===== config.mk =====
export PLATFORM = sky130hd
export DESIGN_NAME = mmc_top
export DESIGN_NICKNAME = d
export VERILOG_FILES = /design/src/mmc_pkg.sv /design/src/mmc_top.sv /design/src/mmc_sync.sv /design/src/mmc_clkdiv.sv
export SDC_FILE = /design/constraint.sdc
export NUM_CORES = 1
export LEC_CHECK = 0
export ABC_AREA = 1
export CAP_MARGIN = 20
export CELL_PAD_IN_SITES_DETAIL_PLACEMENT = 0
export CELL_PAD_IN_SITES_GLOBAL_PLACEMENT = 1
export CORE_ASPECT_RATIO = 2
export CORE_UTILIZATION = 47
export DETAILED_ROUTE_END_ITERATION = 12
export DONT_BUFFER_PORTS = 1
export HOLD_SLACK_MARGIN = 0.05
export PLACE_DENSITY_LB_ADDON = 0.3
export SLEW_MARGIN = 20
export SYNTH_ARGS = -nofsm -noshare
export SYNTH_HDL_FRONTEND = slang
export SYNTH_HIERARCHICAL = 1
export SYNTH_SLANG_ARGS = --single-unit

===== constraint.sdc =====
create_clock -name clk_i -period 3.4 [get_ports clk_i]
set_clock_uncertainty 0.05 [all_clocks]
set_input_delay 0 -clock clk_i [delete_from_list [all_inputs] [get_ports clk_i]]
set_output_delay 0 -clock clk_i [all_outputs]
set_load 0.1 [all_outputs]

===== src/mmc_pkg.sv =====
/*
 * Shared constants for the management-port and reduced-interface configuration block:
 * register offsets, field positions, reset values, engine states and the clock divider table.
 * Assumes a single 25 MHz system clock and a synchronous, active-high reset.
 */
`default_nettype none
package mmc_pkg;
	// Register byte offsets; each writable register owns a 16-byte slot for its aliases; status and read data share the 8'h50 slot
	localparam logic [7:0] OFS_PHY_SUPPORT_CONTROL = 8'h00;
	localparam logic [7:0] OFS_MGMT_PORT_CONFIG = 8'h10;
	localparam logic [7:0] OFS_MGMT_TARGET_ADDRESS = 8'h20;
	localparam logic [7:0] OFS_MGMT_COMMAND = 8'h30;
	localparam logic [7:0] OFS_MGMT_WRITE_DATA = 8'h40;
	localparam logic [7:0] OFS_MGMT_STATUS = 8'h50;
	localparam logic [7:0] OFS_MGMT_READ_DATA = 8'h54;

	// Alias selector in address bits 3:2
	localparam logic [1:0] ALIAS_WRITE = 2'h0;
	localparam logic [1:0] ALIAS_CLR = 2'h1;
	localparam logic [1:0] ALIAS_SET = 2'h2;
	localparam logic [1:0] ALIAS_INV = 2'h3;

	// Access size codes
	localparam logic [1:0] SIZE_8 = 2'h0;
	localparam logic [1:0] SIZE_16 = 2'h1;
	localparam logic [1:0] SIZE_32 = 2'h2;

	// Field positions
	localparam int POS_REDUCED_IF_LOGIC_RESET = 11;
	localparam int POS_REDUCED_IF_SPEED_SELECT = 8;
	localparam int POS_MGMT_ENGINE_RESET = 15;
	localparam int POS_CLKSEL_LSB = 2;
	localparam int POS_PREAMBLE_SUPPRESS = 1;
	localparam int POS_SCAN_INCREMENT = 0;
	localparam int POS_PHY_LIMIT_LSB = 8;
	localparam int POS_REG_ADDR_LSB = 0;
	localparam int POS_CMD_SCAN = 1;
	localparam int POS_CMD_READ = 0;
	localparam int POS_STAT_BUSY = 0;
	localparam int POS_STAT_CUR_PHY_LSB = 8;

	// Reset values
	localparam logic [3:0] CLKSEL_RESET = 4'h8;
	localparam logic [4:0] PHY_LIMIT_RESET = 5'h01;

	// Management frame layout
	localparam int PREAMBLE_BITS = 32;
	localparam int FRAME_BITS = 32;
	localparam int TA_FIRST_BIT = 14;
	localparam int DATA_FIRST_BIT = 16;
	localparam logic [1:0] FRAME_START = 2'h1;
	localparam logic [1:0] OP_READ = 2'h2;
	localparam logic [1:0] OP_WRITE = 2'h1;
	localparam logic [1:0] TA_WRITE = 2'h2;
	localparam logic [1:0] TA_READ = 2'h3;
	localparam logic [4:0] SCAN_FIRST_PHY = 5'h01;

	typedef enum logic [1:0] {
		MMC_IDLE = 2'b00,
		MMC_WAIT = 2'b01,
		MMC_PRE = 2'b10,
		MMC_FRAME = 2'b11
	} mmc_state_e;

	// Half period of the management clock in system clocks for a select code
	function automatic logic [4:0] mmc_half_period(input logic [3:0] code);
		case (code)
			4'h0, 4'h1: mmc_half_period = 5'd2;
			4'h2: mmc_half_period = 5'd3;
			4'h3: mmc_half_period = 5'd4;
			4'h4: mmc_half_period = 5'd5;
			4'h5: mmc_half_period = 5'd7;
			4'h6: mmc_half_period = 5'd10;
			4'h7: mmc_half_period = 5'd14;
			4'h8: mmc_half_period = 5'd20;
			default: mmc_half_period = 5'd20;
		endcase
	endfunction
endpackage
`default_nettype wire


===== src/mmc_top.sv =====
/*
 * Management-port and reduced-interface configuration block: register file with
 * clear/set/invert aliases, management clock generation and the serial read/write engine.
 * Assumes one 25 MHz clock, a plain register port with read data one cycle after the
 * strobe, and an external wire that resolves mdio from mdio_o and mdio_oe_n_o.
 */
// Local design decisions: the plain strobed port and the register addresses.
`default_nettype none
module mmc_top import mmc_pkg::*; (
	input wire logic clk_i,
	input wire logic sys_rst_i,
	input wire logic [7:0] addr_i,
	input wire logic [31:0] wdata_i,
	input wire logic [1:0] size_i,
	input wire logic wr_i,
	input wire logic rd_i,
	output logic [31:0] rdata_o,
	input wire logic reduced_if_mode_i,
	output logic reduced_if_logic_reset_o,
	output logic reduced_if_speed_100_o,
	output logic mdc_o,
	input wire logic mdio_i,
	output logic mdio_o,
	output logic mdio_oe_n_o
);
	typedef struct packed {
		logic [31:0] rdata;
		logic reduced_if_logic_reset;
		logic reduced_if_speed_select;
		logic mgmt_engine_reset;
		logic [3:0] mgmt_clock_divider_select;
		logic preamble_suppress;
		logic scan_increment;
		logic [4:0] phy_address_limit;
		logic [4:0] reg_addr;
		logic [15:0] write_data;
		logic cmd_scan;
		logic read_req;
		logic write_req;
		logic [15:0] read_data;
		mmc_state_e state;
		logic is_write;
		logic [5:0] bit_cnt;
		logic [31:0] shreg;
		logic [4:0] cur_phy;
		logic mdio_out;
		logic mdio_oe_n;
		logic rif_rst_out;
		logic rif_spd_out;
	} mmc_top_s;

	mmc_top_s cur;
	mmc_top_s next_cur;
	logic mdc_int;
	logic mdc_rise;
	logic mdc_fall;
	logic mdio_s;
	logic rif_mode_s;
	logic div_rst;

	mmc_sync #(.WIDTH(2)) u_sync (
		.clk_i(clk_i),
		.sys_rst_i(sys_rst_i),
		.async_i({mdio_i, reduced_if_mode_i}),
		.sync_o({mdio_s, rif_mode_s})
	);

	assign div_rst = sys_rst_i | cur.mgmt_engine_reset;

	mmc_clkdiv u_div (
		.clk_i(clk_i),
		.sys_rst_i(div_rst),
		.half_period_i(mmc_half_period(cur.mgmt_clock_divider_select)),
		.mdc_o(mdc_int),
		.rise_o(mdc_rise),
		.fall_o(mdc_fall)
	);

	// Apply a write through one of the four aliases
	function automatic logic [15:0] alias_apply(input logic [15:0] old, input logic [15:0] wd,
			input logic [1:0] sel);
		case (sel)
			ALIAS_CLR: alias_apply = old & ~wd;
			ALIAS_SET: alias_apply = old | wd;
			ALIAS_INV: alias_apply = old ^ wd;
			default: alias_apply = wd;
		endcase
	endfunction

	always_comb begin
		logic [7:0] base;
		logic [1:0] sel;
		logic access_ok;
		logic [15:0] old_v;
		logic [15:0] new_v;
		logic [15:0] stat_v;
		logic start;
		logic [4:0] first_phy;
		logic read_set;
		logic write_set;
		base = {addr_i[7:4], 4'h0};
		sel = addr_i[3:2];
		old_v = '0;
		new_v = '0;
		start = 1'b0;
		first_phy = '0;
		read_set = 1'b0;
		write_set = 1'b0;
		next_cur = cur;
		// Only 16-bit accesses to the low half and 32-bit accesses reach the registers
		access_ok = (size_i == SIZE_32) || (size_i == SIZE_16 && !addr_i[1]);

		stat_v = '0;
		stat_v[POS_STAT_BUSY] = (cur.state != MMC_IDLE);
		stat_v[POS_STAT_CUR_PHY_LSB +: 5] = cur.cur_phy;

		// Register read, data valid the cycle after the strobe
		next_cur.rdata = '0;
		if (rd_i && access_ok) begin
			case (addr_i[7:2])
				OFS_PHY_SUPPORT_CONTROL[7:2]: begin
					next_cur.rdata[POS_REDUCED_IF_LOGIC_RESET] = cur.reduced_if_logic_reset;
					next_cur.rdata[POS_REDUCED_IF_SPEED_SELECT] = cur.reduced_if_speed_select;
				end
				OFS_MGMT_PORT_CONFIG[7:2]: begin
					next_cur.rdata[POS_MGMT_ENGINE_RESET] = cur.mgmt_engine_reset;
					next_cur.rdata[POS_CLKSEL_LSB +: 4] = cur.mgmt_clock_divider_select;
					next_cur.rdata[POS_PREAMBLE_SUPPRESS] = cur.preamble_suppress;
					next_cur.rdata[POS_SCAN_INCREMENT] = cur.scan_increment;
				end
				OFS_MGMT_TARGET_ADDRESS[7:2]: begin
					next_cur.rdata[POS_PHY_LIMIT_LSB +: 5] = cur.phy_address_limit;
					next_cur.rdata[POS_REG_ADDR_LSB +: 5] = cur.reg_addr;
				end
				OFS_MGMT_COMMAND[7:2]: begin
					next_cur.rdata[POS_CMD_SCAN] = cur.cmd_scan;
					next_cur.rdata[POS_CMD_READ] = cur.read_req;
				end
				OFS_MGMT_WRITE_DATA[7:2]: next_cur.rdata[15:0] = cur.write_data;
				OFS_MGMT_STATUS[7:2]: next_cur.rdata[15:0] = stat_v;
				OFS_MGMT_READ_DATA[7:2]: next_cur.rdata[15:0] = cur.read_data;
				default: next_cur.rdata = '0;
			endcase
		end

		// Register write through the aliases; 8-bit writes change nothing
		if (wr_i && access_ok) begin
			case (base)
				OFS_PHY_SUPPORT_CONTROL: begin
					old_v = '0;
					old_v[POS_REDUCED_IF_LOGIC_RESET] = cur.reduced_if_logic_reset;
					old_v[POS_REDUCED_IF_SPEED_SELECT] = cur.reduced_if_speed_select;
					new_v = alias_apply(old_v, wdata_i[15:0], sel);
					next_cur.reduced_if_logic_reset = new_v[POS_REDUCED_IF_LOGIC_RESET];
					next_cur.reduced_if_speed_select = new_v[POS_REDUCED_IF_SPEED_SELECT];
				end
				OFS_MGMT_PORT_CONFIG: begin
					old_v = '0;
					old_v[POS_MGMT_ENGINE_RESET] = cur.mgmt_engine_reset;
					old_v[POS_CLKSEL_LSB +: 4] = cur.mgmt_clock_divider_select;
					old_v[POS_PREAMBLE_SUPPRESS] = cur.preamble_suppress;
					old_v[POS_SCAN_INCREMENT] = cur.scan_increment;
					new_v = alias_apply(old_v, wdata_i[15:0], sel);
					next_cur.mgmt_engine_reset = new_v[POS_MGMT_ENGINE_RESET];
					next_cur.mgmt_clock_divider_select = new_v[POS_CLKSEL_LSB +: 4];
					next_cur.preamble_suppress = new_v[POS_PREAMBLE_SUPPRESS];
					next_cur.scan_increment = new_v[POS_SCAN_INCREMENT];
				end
				OFS_MGMT_TARGET_ADDRESS: begin
					old_v = '0;
					old_v[POS_PHY_LIMIT_LSB +: 5] = cur.phy_address_limit;
					old_v[POS_REG_ADDR_LSB +: 5] = cur.reg_addr;
					new_v = alias_apply(old_v, wdata_i[15:0], sel);
					next_cur.phy_address_limit = new_v[POS_PHY_LIMIT_LSB +: 5];
					next_cur.reg_addr = new_v[POS_REG_ADDR_LSB +: 5];
				end
				OFS_MGMT_COMMAND: begin
					old_v = '0;
					old_v[POS_CMD_SCAN] = cur.cmd_scan;
					new_v = alias_apply(old_v, wdata_i[15:0], sel);
					next_cur.cmd_scan = new_v[POS_CMD_SCAN];
					if (new_v[POS_CMD_READ]) begin
						next_cur.read_req = 1'b1;
						read_set = 1'b1;
					end
				end
				OFS_MGMT_WRITE_DATA: begin
					next_cur.write_data = alias_apply(cur.write_data, wdata_i[15:0], sel);
					next_cur.write_req = 1'b1;
					write_set = 1'b1;
				end
				default: next_cur.write_data = cur.write_data;
			endcase
		end

		// Serial management engine
		first_phy = cur.scan_increment ? SCAN_FIRST_PHY : cur.phy_address_limit;
		case (cur.state)
			MMC_IDLE: begin
				if (cur.write_req || cur.read_req || cur.cmd_scan) begin
					next_cur.state = MMC_WAIT;
					next_cur.is_write = cur.write_req;
					next_cur.cur_phy = cur.write_req ? cur.phy_address_limit : first_phy;
				end
			end
			MMC_WAIT: begin
				if (mdc_fall) begin
					start = 1'b1;
				end
			end
			MMC_PRE: begin
				if (mdc_fall) begin
					if (cur.bit_cnt == 6'(PREAMBLE_BITS - 1)) begin
						next_cur.state = MMC_FRAME;
						next_cur.bit_cnt = '0;
					end else begin
						next_cur.bit_cnt = cur.bit_cnt + 6'd1;
					end
				end
			end
			MMC_FRAME: begin
				if (mdc_rise && !cur.is_write && cur.bit_cnt >= 6'(DATA_FIRST_BIT)) begin
					next_cur.read_data = {cur.read_data[14:0], mdio_s};
				end
				if (mdc_fall) begin
					next_cur.shreg = {cur.shreg[30:0], 1'b1};
					next_cur.bit_cnt = cur.bit_cnt + 6'd1;
					if (cur.bit_cnt == 6'(FRAME_BITS - 1)) begin
						next_cur.state = MMC_IDLE;
						if (cur.is_write) begin
							next_cur.write_req = 1'b0;
						end else begin
							next_cur.read_req = 1'b0;
							if (cur.cmd_scan && !cur.write_req) begin
								if (cur.scan_increment) begin
									// Wrap back to the first address after the limit
									next_cur.cur_phy = (cur.cur_phy >= cur.phy_address_limit) ?
										SCAN_FIRST_PHY : cur.cur_phy + 5'd1;
								end
								start = 1'b1;
							end
						end
					end
				end
			end
			default: next_cur.state = MMC_IDLE;
		endcase

		if (start) begin
			next_cur.bit_cnt = '0;
			next_cur.state = cur.preamble_suppress ? MMC_FRAME : MMC_PRE;
			next_cur.shreg = cur.is_write && cur.state == MMC_WAIT ?
				{FRAME_START, OP_WRITE, cur.cur_phy, cur.reg_addr, TA_WRITE, cur.write_data} :
				{FRAME_START, OP_READ, next_cur.cur_phy, cur.reg_addr, TA_READ, 16'hffff};
			if (cur.state == MMC_FRAME) begin
				next_cur.is_write = 1'b0;
			end
		end

		// A request written as a frame ends survives the frame's clear
		if (read_set) begin
			next_cur.read_req = 1'b1;
		end
		if (write_set) begin
			next_cur.write_req = 1'b1;
		end

		// Engine held idle while its reset bit is set
		if (cur.mgmt_engine_reset) begin
			next_cur.state = MMC_IDLE;
			next_cur.bit_cnt = '0;
			next_cur.read_req = 1'b0;
			next_cur.write_req = 1'b0;
		end

		// Pin drive registered from the next state
		next_cur.mdio_out = (next_cur.state == MMC_FRAME) ? next_cur.shreg[31] : 1'b1;
		next_cur.mdio_oe_n = !((next_cur.state == MMC_PRE) ||
			(next_cur.state == MMC_FRAME &&
			(next_cur.is_write || next_cur.bit_cnt < 6'(TA_FIRST_BIT))));

		next_cur.rif_rst_out = cur.reduced_if_logic_reset & rif_mode_s;
		next_cur.rif_spd_out = cur.reduced_if_speed_select & rif_mode_s;
	end

	always_ff @(posedge clk_i) begin
		if (sys_rst_i) begin
			cur <= '0;
			cur.state <= MMC_IDLE;
			cur.mgmt_clock_divider_select <= CLKSEL_RESET;
			cur.phy_address_limit <= PHY_LIMIT_RESET;
			cur.mdio_out <= 1'b1;
			cur.mdio_oe_n <= 1'b1;
			cur.shreg <= '1;
		end else begin
			cur <= next_cur;
		end
	end

	assign rdata_o = cur.rdata;
	assign reduced_if_logic_reset_o = cur.rif_rst_out;
	assign reduced_if_speed_100_o = cur.rif_spd_out;
	assign mdc_o = mdc_int;
	assign mdio_o = cur.mdio_out;
	assign mdio_oe_n_o = cur.mdio_oe_n;
endmodule // mmc_top
`default_nettype wire


===== src/mmc_sync.sv =====
/*
 * Two-stage synchroniser for inputs from outside the system clock domain.
 * Assumes the inputs are slow levels; no event may be shorter than two clocks.
 */
`default_nettype none
module mmc_sync import mmc_pkg::*; #(
	parameter int WIDTH = 1
) (
	input wire logic clk_i,
	input wire logic sys_rst_i,
	input wire logic [WIDTH-1:0] async_i,
	output logic [WIDTH-1:0] sync_o
);
	typedef struct packed {
		logic [WIDTH-1:0] first;
		logic [WIDTH-1:0] second;
	} mmc_sync_s;

	mmc_sync_s cur;
	mmc_sync_s next_cur;

	always_comb begin
		next_cur.first = async_i;
		next_cur.second = cur.first;
	end

	always_ff @(posedge clk_i) begin
		if (sys_rst_i) begin
			cur <= '0;
		end else begin
			cur <= next_cur;
		end
	end

	assign sync_o = cur.second;
endmodule // mmc_sync
`default_nettype wire


===== src/mmc_clkdiv.sv =====
/*
 * Management clock divider: toggles the clock every half period and marks each edge
 * with a one-cycle enable pulse. Assumes the half period is at least two system clocks.
 */
`default_nettype none
module mmc_clkdiv import mmc_pkg::*; (
	input wire logic clk_i,
	input wire logic sys_rst_i,
	input wire logic [4:0] half_period_i,
	output logic mdc_o,
	output logic rise_o,
	output logic fall_o
);
	typedef struct packed {
		logic [4:0] cnt;
		logic mdc;
		logic rise;
		logic fall;
	} mmc_clkdiv_s;

	mmc_clkdiv_s cur;
	mmc_clkdiv_s next_cur;

	always_comb begin
		next_cur = cur;
		next_cur.rise = 1'b0;
		next_cur.fall = 1'b0;
		if (cur.cnt >= half_period_i - 5'd1) begin
			next_cur.cnt = '0;
			next_cur.mdc = ~cur.mdc;
			next_cur.rise = ~cur.mdc;
			next_cur.fall = cur.mdc;
		end else begin
			next_cur.cnt = cur.cnt + 5'd1;
		end
	end

	always_ff @(posedge clk_i) begin
		if (sys_rst_i) begin
			cur <= '0;
		end else begin
			cur <= next_cur;
		end
	end

	assign mdc_o = cur.mdc;
	assign rise_o = cur.rise;
	assign fall_o = cur.fall;
endmodule // mmc_clkdiv
`default_nettype wire


==> results.py <==
metrics = {
    "floorplan": {
        "die_y_um": 189.8,
        "coreArea_mm2": 0.01727,
        "die_area_mm2": 0.01820,
        "initial_core_util_pct": 47.99,
        "rows": 68,
        "die_w_um": 95.90,
        "ios": 85,
    },
    "clock_tree": {
        "cts_tree": "built",
        "postCtsSetupBuffers": 0,
        "clock-sinks": 137,
        "clk_latency_ps": 430,
        "cts_made_buffers": 17,
        "cts.clk_slew.worst_paths_ps": 60,
        "root_buffer": "clkbuf_16",
        "cts_buffer_depth": 2,
        "htree_levels": 4,
    },
    "sta": {
        "setup_violations": 0,
        "fin_crit_ps": 2898,
        "period_share_pct": 85.23,
        "tns_ps": 0,
        "rsz0062_at_grt": "no",
        "clock.fmax_mhz": 345.1,
        "final_hold_viol_count": 0,
        "worstMarginPinSlew_ps": 969.5,
        "slew_headroom_pct": 35.15,
        "drv_slew": 0,
    },
    "synth": {
        "synthTopCellsByArea": "dfxtp_1 (33%), ha_1 (14%), nand2_1 (9.3%)",
        "ys_seq_area_share_pct": 33.09,
        "ys_ff_latch": 137,
        "syn-cell-area_mm2": 0.008288,
        "ys.flop_type": "dfxtp_1",
        "async_reset_ff_share_pct": 0,
        "synth.largest_area_cell": "dfxtp_1",
        "yosys-top-cells-count": "nand2_1 (205), dfxtp_1 (137), inv_1 (136), nor2_1 (111), ha_1 (90)",
        "yosys_warnings": 6,
        "synth_edf_count": 0,
        "yosysMostFrequentCell": "nand2_1",
        "synth_area_per_cell_um2": 7.487,
        "yosysTopAreaCellShare_pct": 33.09,
        "syn_inst": 1107,
        "yosys.cell_types.count": 47,
    },
    "power_and_ir_drop": {
        "vdd_drop_max_mv": 0.3001,
        "powerDensity_mw_per_mm2": 422.1,
        "finalPower_uw": 3916,
        "p_leak_uw": 0.004066,
    },
    "routing": {
        "first_pass_iters": 5,
        "drtIter0Drc": 402,
        "wirelength_um": 24400,
        "vias_per_cell": 5.554,
        "wl_per_cell_um": 18.10,
        "vias": 7487,
        "ant_nets": 0,
        "drc_errors": 0,
    },
    "global_routing": {
        "antenna_found_initial": 0,
        "overflow": 0,
        "grt_pass1_vias": 7211,
        "grt_max_degree": 37,
        "grt_pass1_wl_um": 37960,
        "grt_usage_pct": 28.30,
    },
    "layout": {
        "drive_gt1_share_pct": 8.699,
        "syn2layout_area_growth_pct": 11.93,
        "final_nets": 1263,
        "num_antenna_cells": 0,
    },
    "worst_setup_path": {
        "criticalPathCategory": "in2reg",
        "end_kind": "register",
        "cp.arrival_ps": 3220,
        "cp_max_fo": 10,
        "start_kind": "input pin",
        "critPathRequiredTime_ps": 3720,
    },
    "placement": {
        "place_hpwl_um": 17330,
        "gp_congestion": 0.8795,
        "io_buffers": 0,
    },
    "min_path": {
        "min_path_type": "in2reg",
    },
    "flow_run": {
        "drv_cap": 0,
    },
    "status": {
        "outcome": "finished, final reports clean",
    },
}
==> cell families (layout without fill, tap and decap cells) <==
group           count (synthesis)  in the layout  synth area share [%]
compound gates                225            225                 16.65
xor+xnor                        9              9                0.9510
fa+ha+maj                      90             90                 13.59
buf+inv                       221            237                 12.42
flops                         137            137                 33.09
other cells                     1             16               0.04525
simple gates                  424            424                 23.25
==> cell type report <==
class | count | area [µm²]
Inverter | 149 | 566.8
Clock buffer | 19 | 442.9
Clock inverter | 13 | 152.6
Sequential cell | 137 | 2743
Tap cell | 210 | 262.8
Multi-Input combinational cell | 764 | 4574
Timing Repair Buffer | 56 | 534.3
Fill cell | 1745 | 7995
==> registers in the layout (all words and copies together) (netlist names), named ones only <==
signal and count:
cur 100, rdata_o 16, u_div/cur 5, u_sync/cur 2, u_sync/sync_o 2, mdio_o 1
mdio_oe_n_o 1, reduced_if_logic_reset_o 1, reduced_if_speed_100_o 1, u_div/fall_o 1, u_div/mdc_o 1, u_div/rise_o 1
==> repair_timing <==
| action | 4_1_cts | 5_1_grt |
|---|---|---|
| setup endpoints to repair | 0 | 2 |
| hold buffers | 46 | 0 |
| endpoints found under the hold margin | 84 | 0 |
| resized for setup | 0 | 2 |
==> worst paths after layout <==
kind                                     from                to  slack [ps]  cells after the start
worst min-delay path                addr_i[3]           cur[89]          70                      3
worst max-delay path                addr_i[4]           cur[94]         500                     10
worst max register to register        cur[48]            mdio_o        1120                     12
worst min register to register  u_sync/cur[3]  u_sync/sync_o[1]         360                      2
==> critical path: stages <==
cell,delay (ps)
dlygate4sd3_1,620
nor2_2,160
dlygate4sd3_1,570
nand2_1,50
dlygate4sd3_1,550
nor2_1,250
buf_6,200
o21ai_0,80
a31oi_1,160
dlygate4sd3_1,580
==> where the power goes <==
group          total [µW]  internal [µW]  switching, µW
Combinational         386            110            276
Sequential           1640           1620           15.6
Clock                1890           1170            729
Total                3920           2900           1020
==> cell usage in the layout, fill, tap and decap left out, drive strengths merged, types with 5 or more instances in the layout <==
cell type    netlist  final
a21oi             54     54
a221oi            14     14
a22oi             16     16
a31oi             16     16
buf               57     11
clkbuf            15     19
clkinv             1      9
conb               1     16
dfxtp            137    137
dlygate4sd3        0     45
ha                90     90
inv              148    148
nand2            216    216
nand3             60     60
nand4              9      9
nor2             127    127
o2111ai           22     22
o21ai             80     80
o22ai             17     17
xnor2              5      5
==> metal layers <==
metal	GRT usage, %	vias up	share of wire (%)
li1	-	3662	-
met1	28.44	3523	36
met2	50.63	216	53
met3	3.917	86	3.4
met4	21.81	0	7.8
met5	0	-	0
==> per-stage QoR <==
step / cell area, µm² / hold WS [ps] / setup WS [ps] / std cells / utilization (%)
2_1_floorplan: 8344 / 21.18 / 1733 / 1122 / -
3_3_place_gp: 8219 / 23.93 / 1150 / 1270 / 47.59
3_5_place_dp: 8219 / 24.58 / 1109 / 1270 / 47.59
4_1_cts: 9275 / 60.87 / 163.2 / 1348 / 53.70
5_1_grt: 9276 / 100.7 / 402.4 / 1348 / 53.71
6_report: 9276 / 66.08 / 502.1 / 1348 / 53.71
No activity file was read; power rests on OpenSTA's default activity.
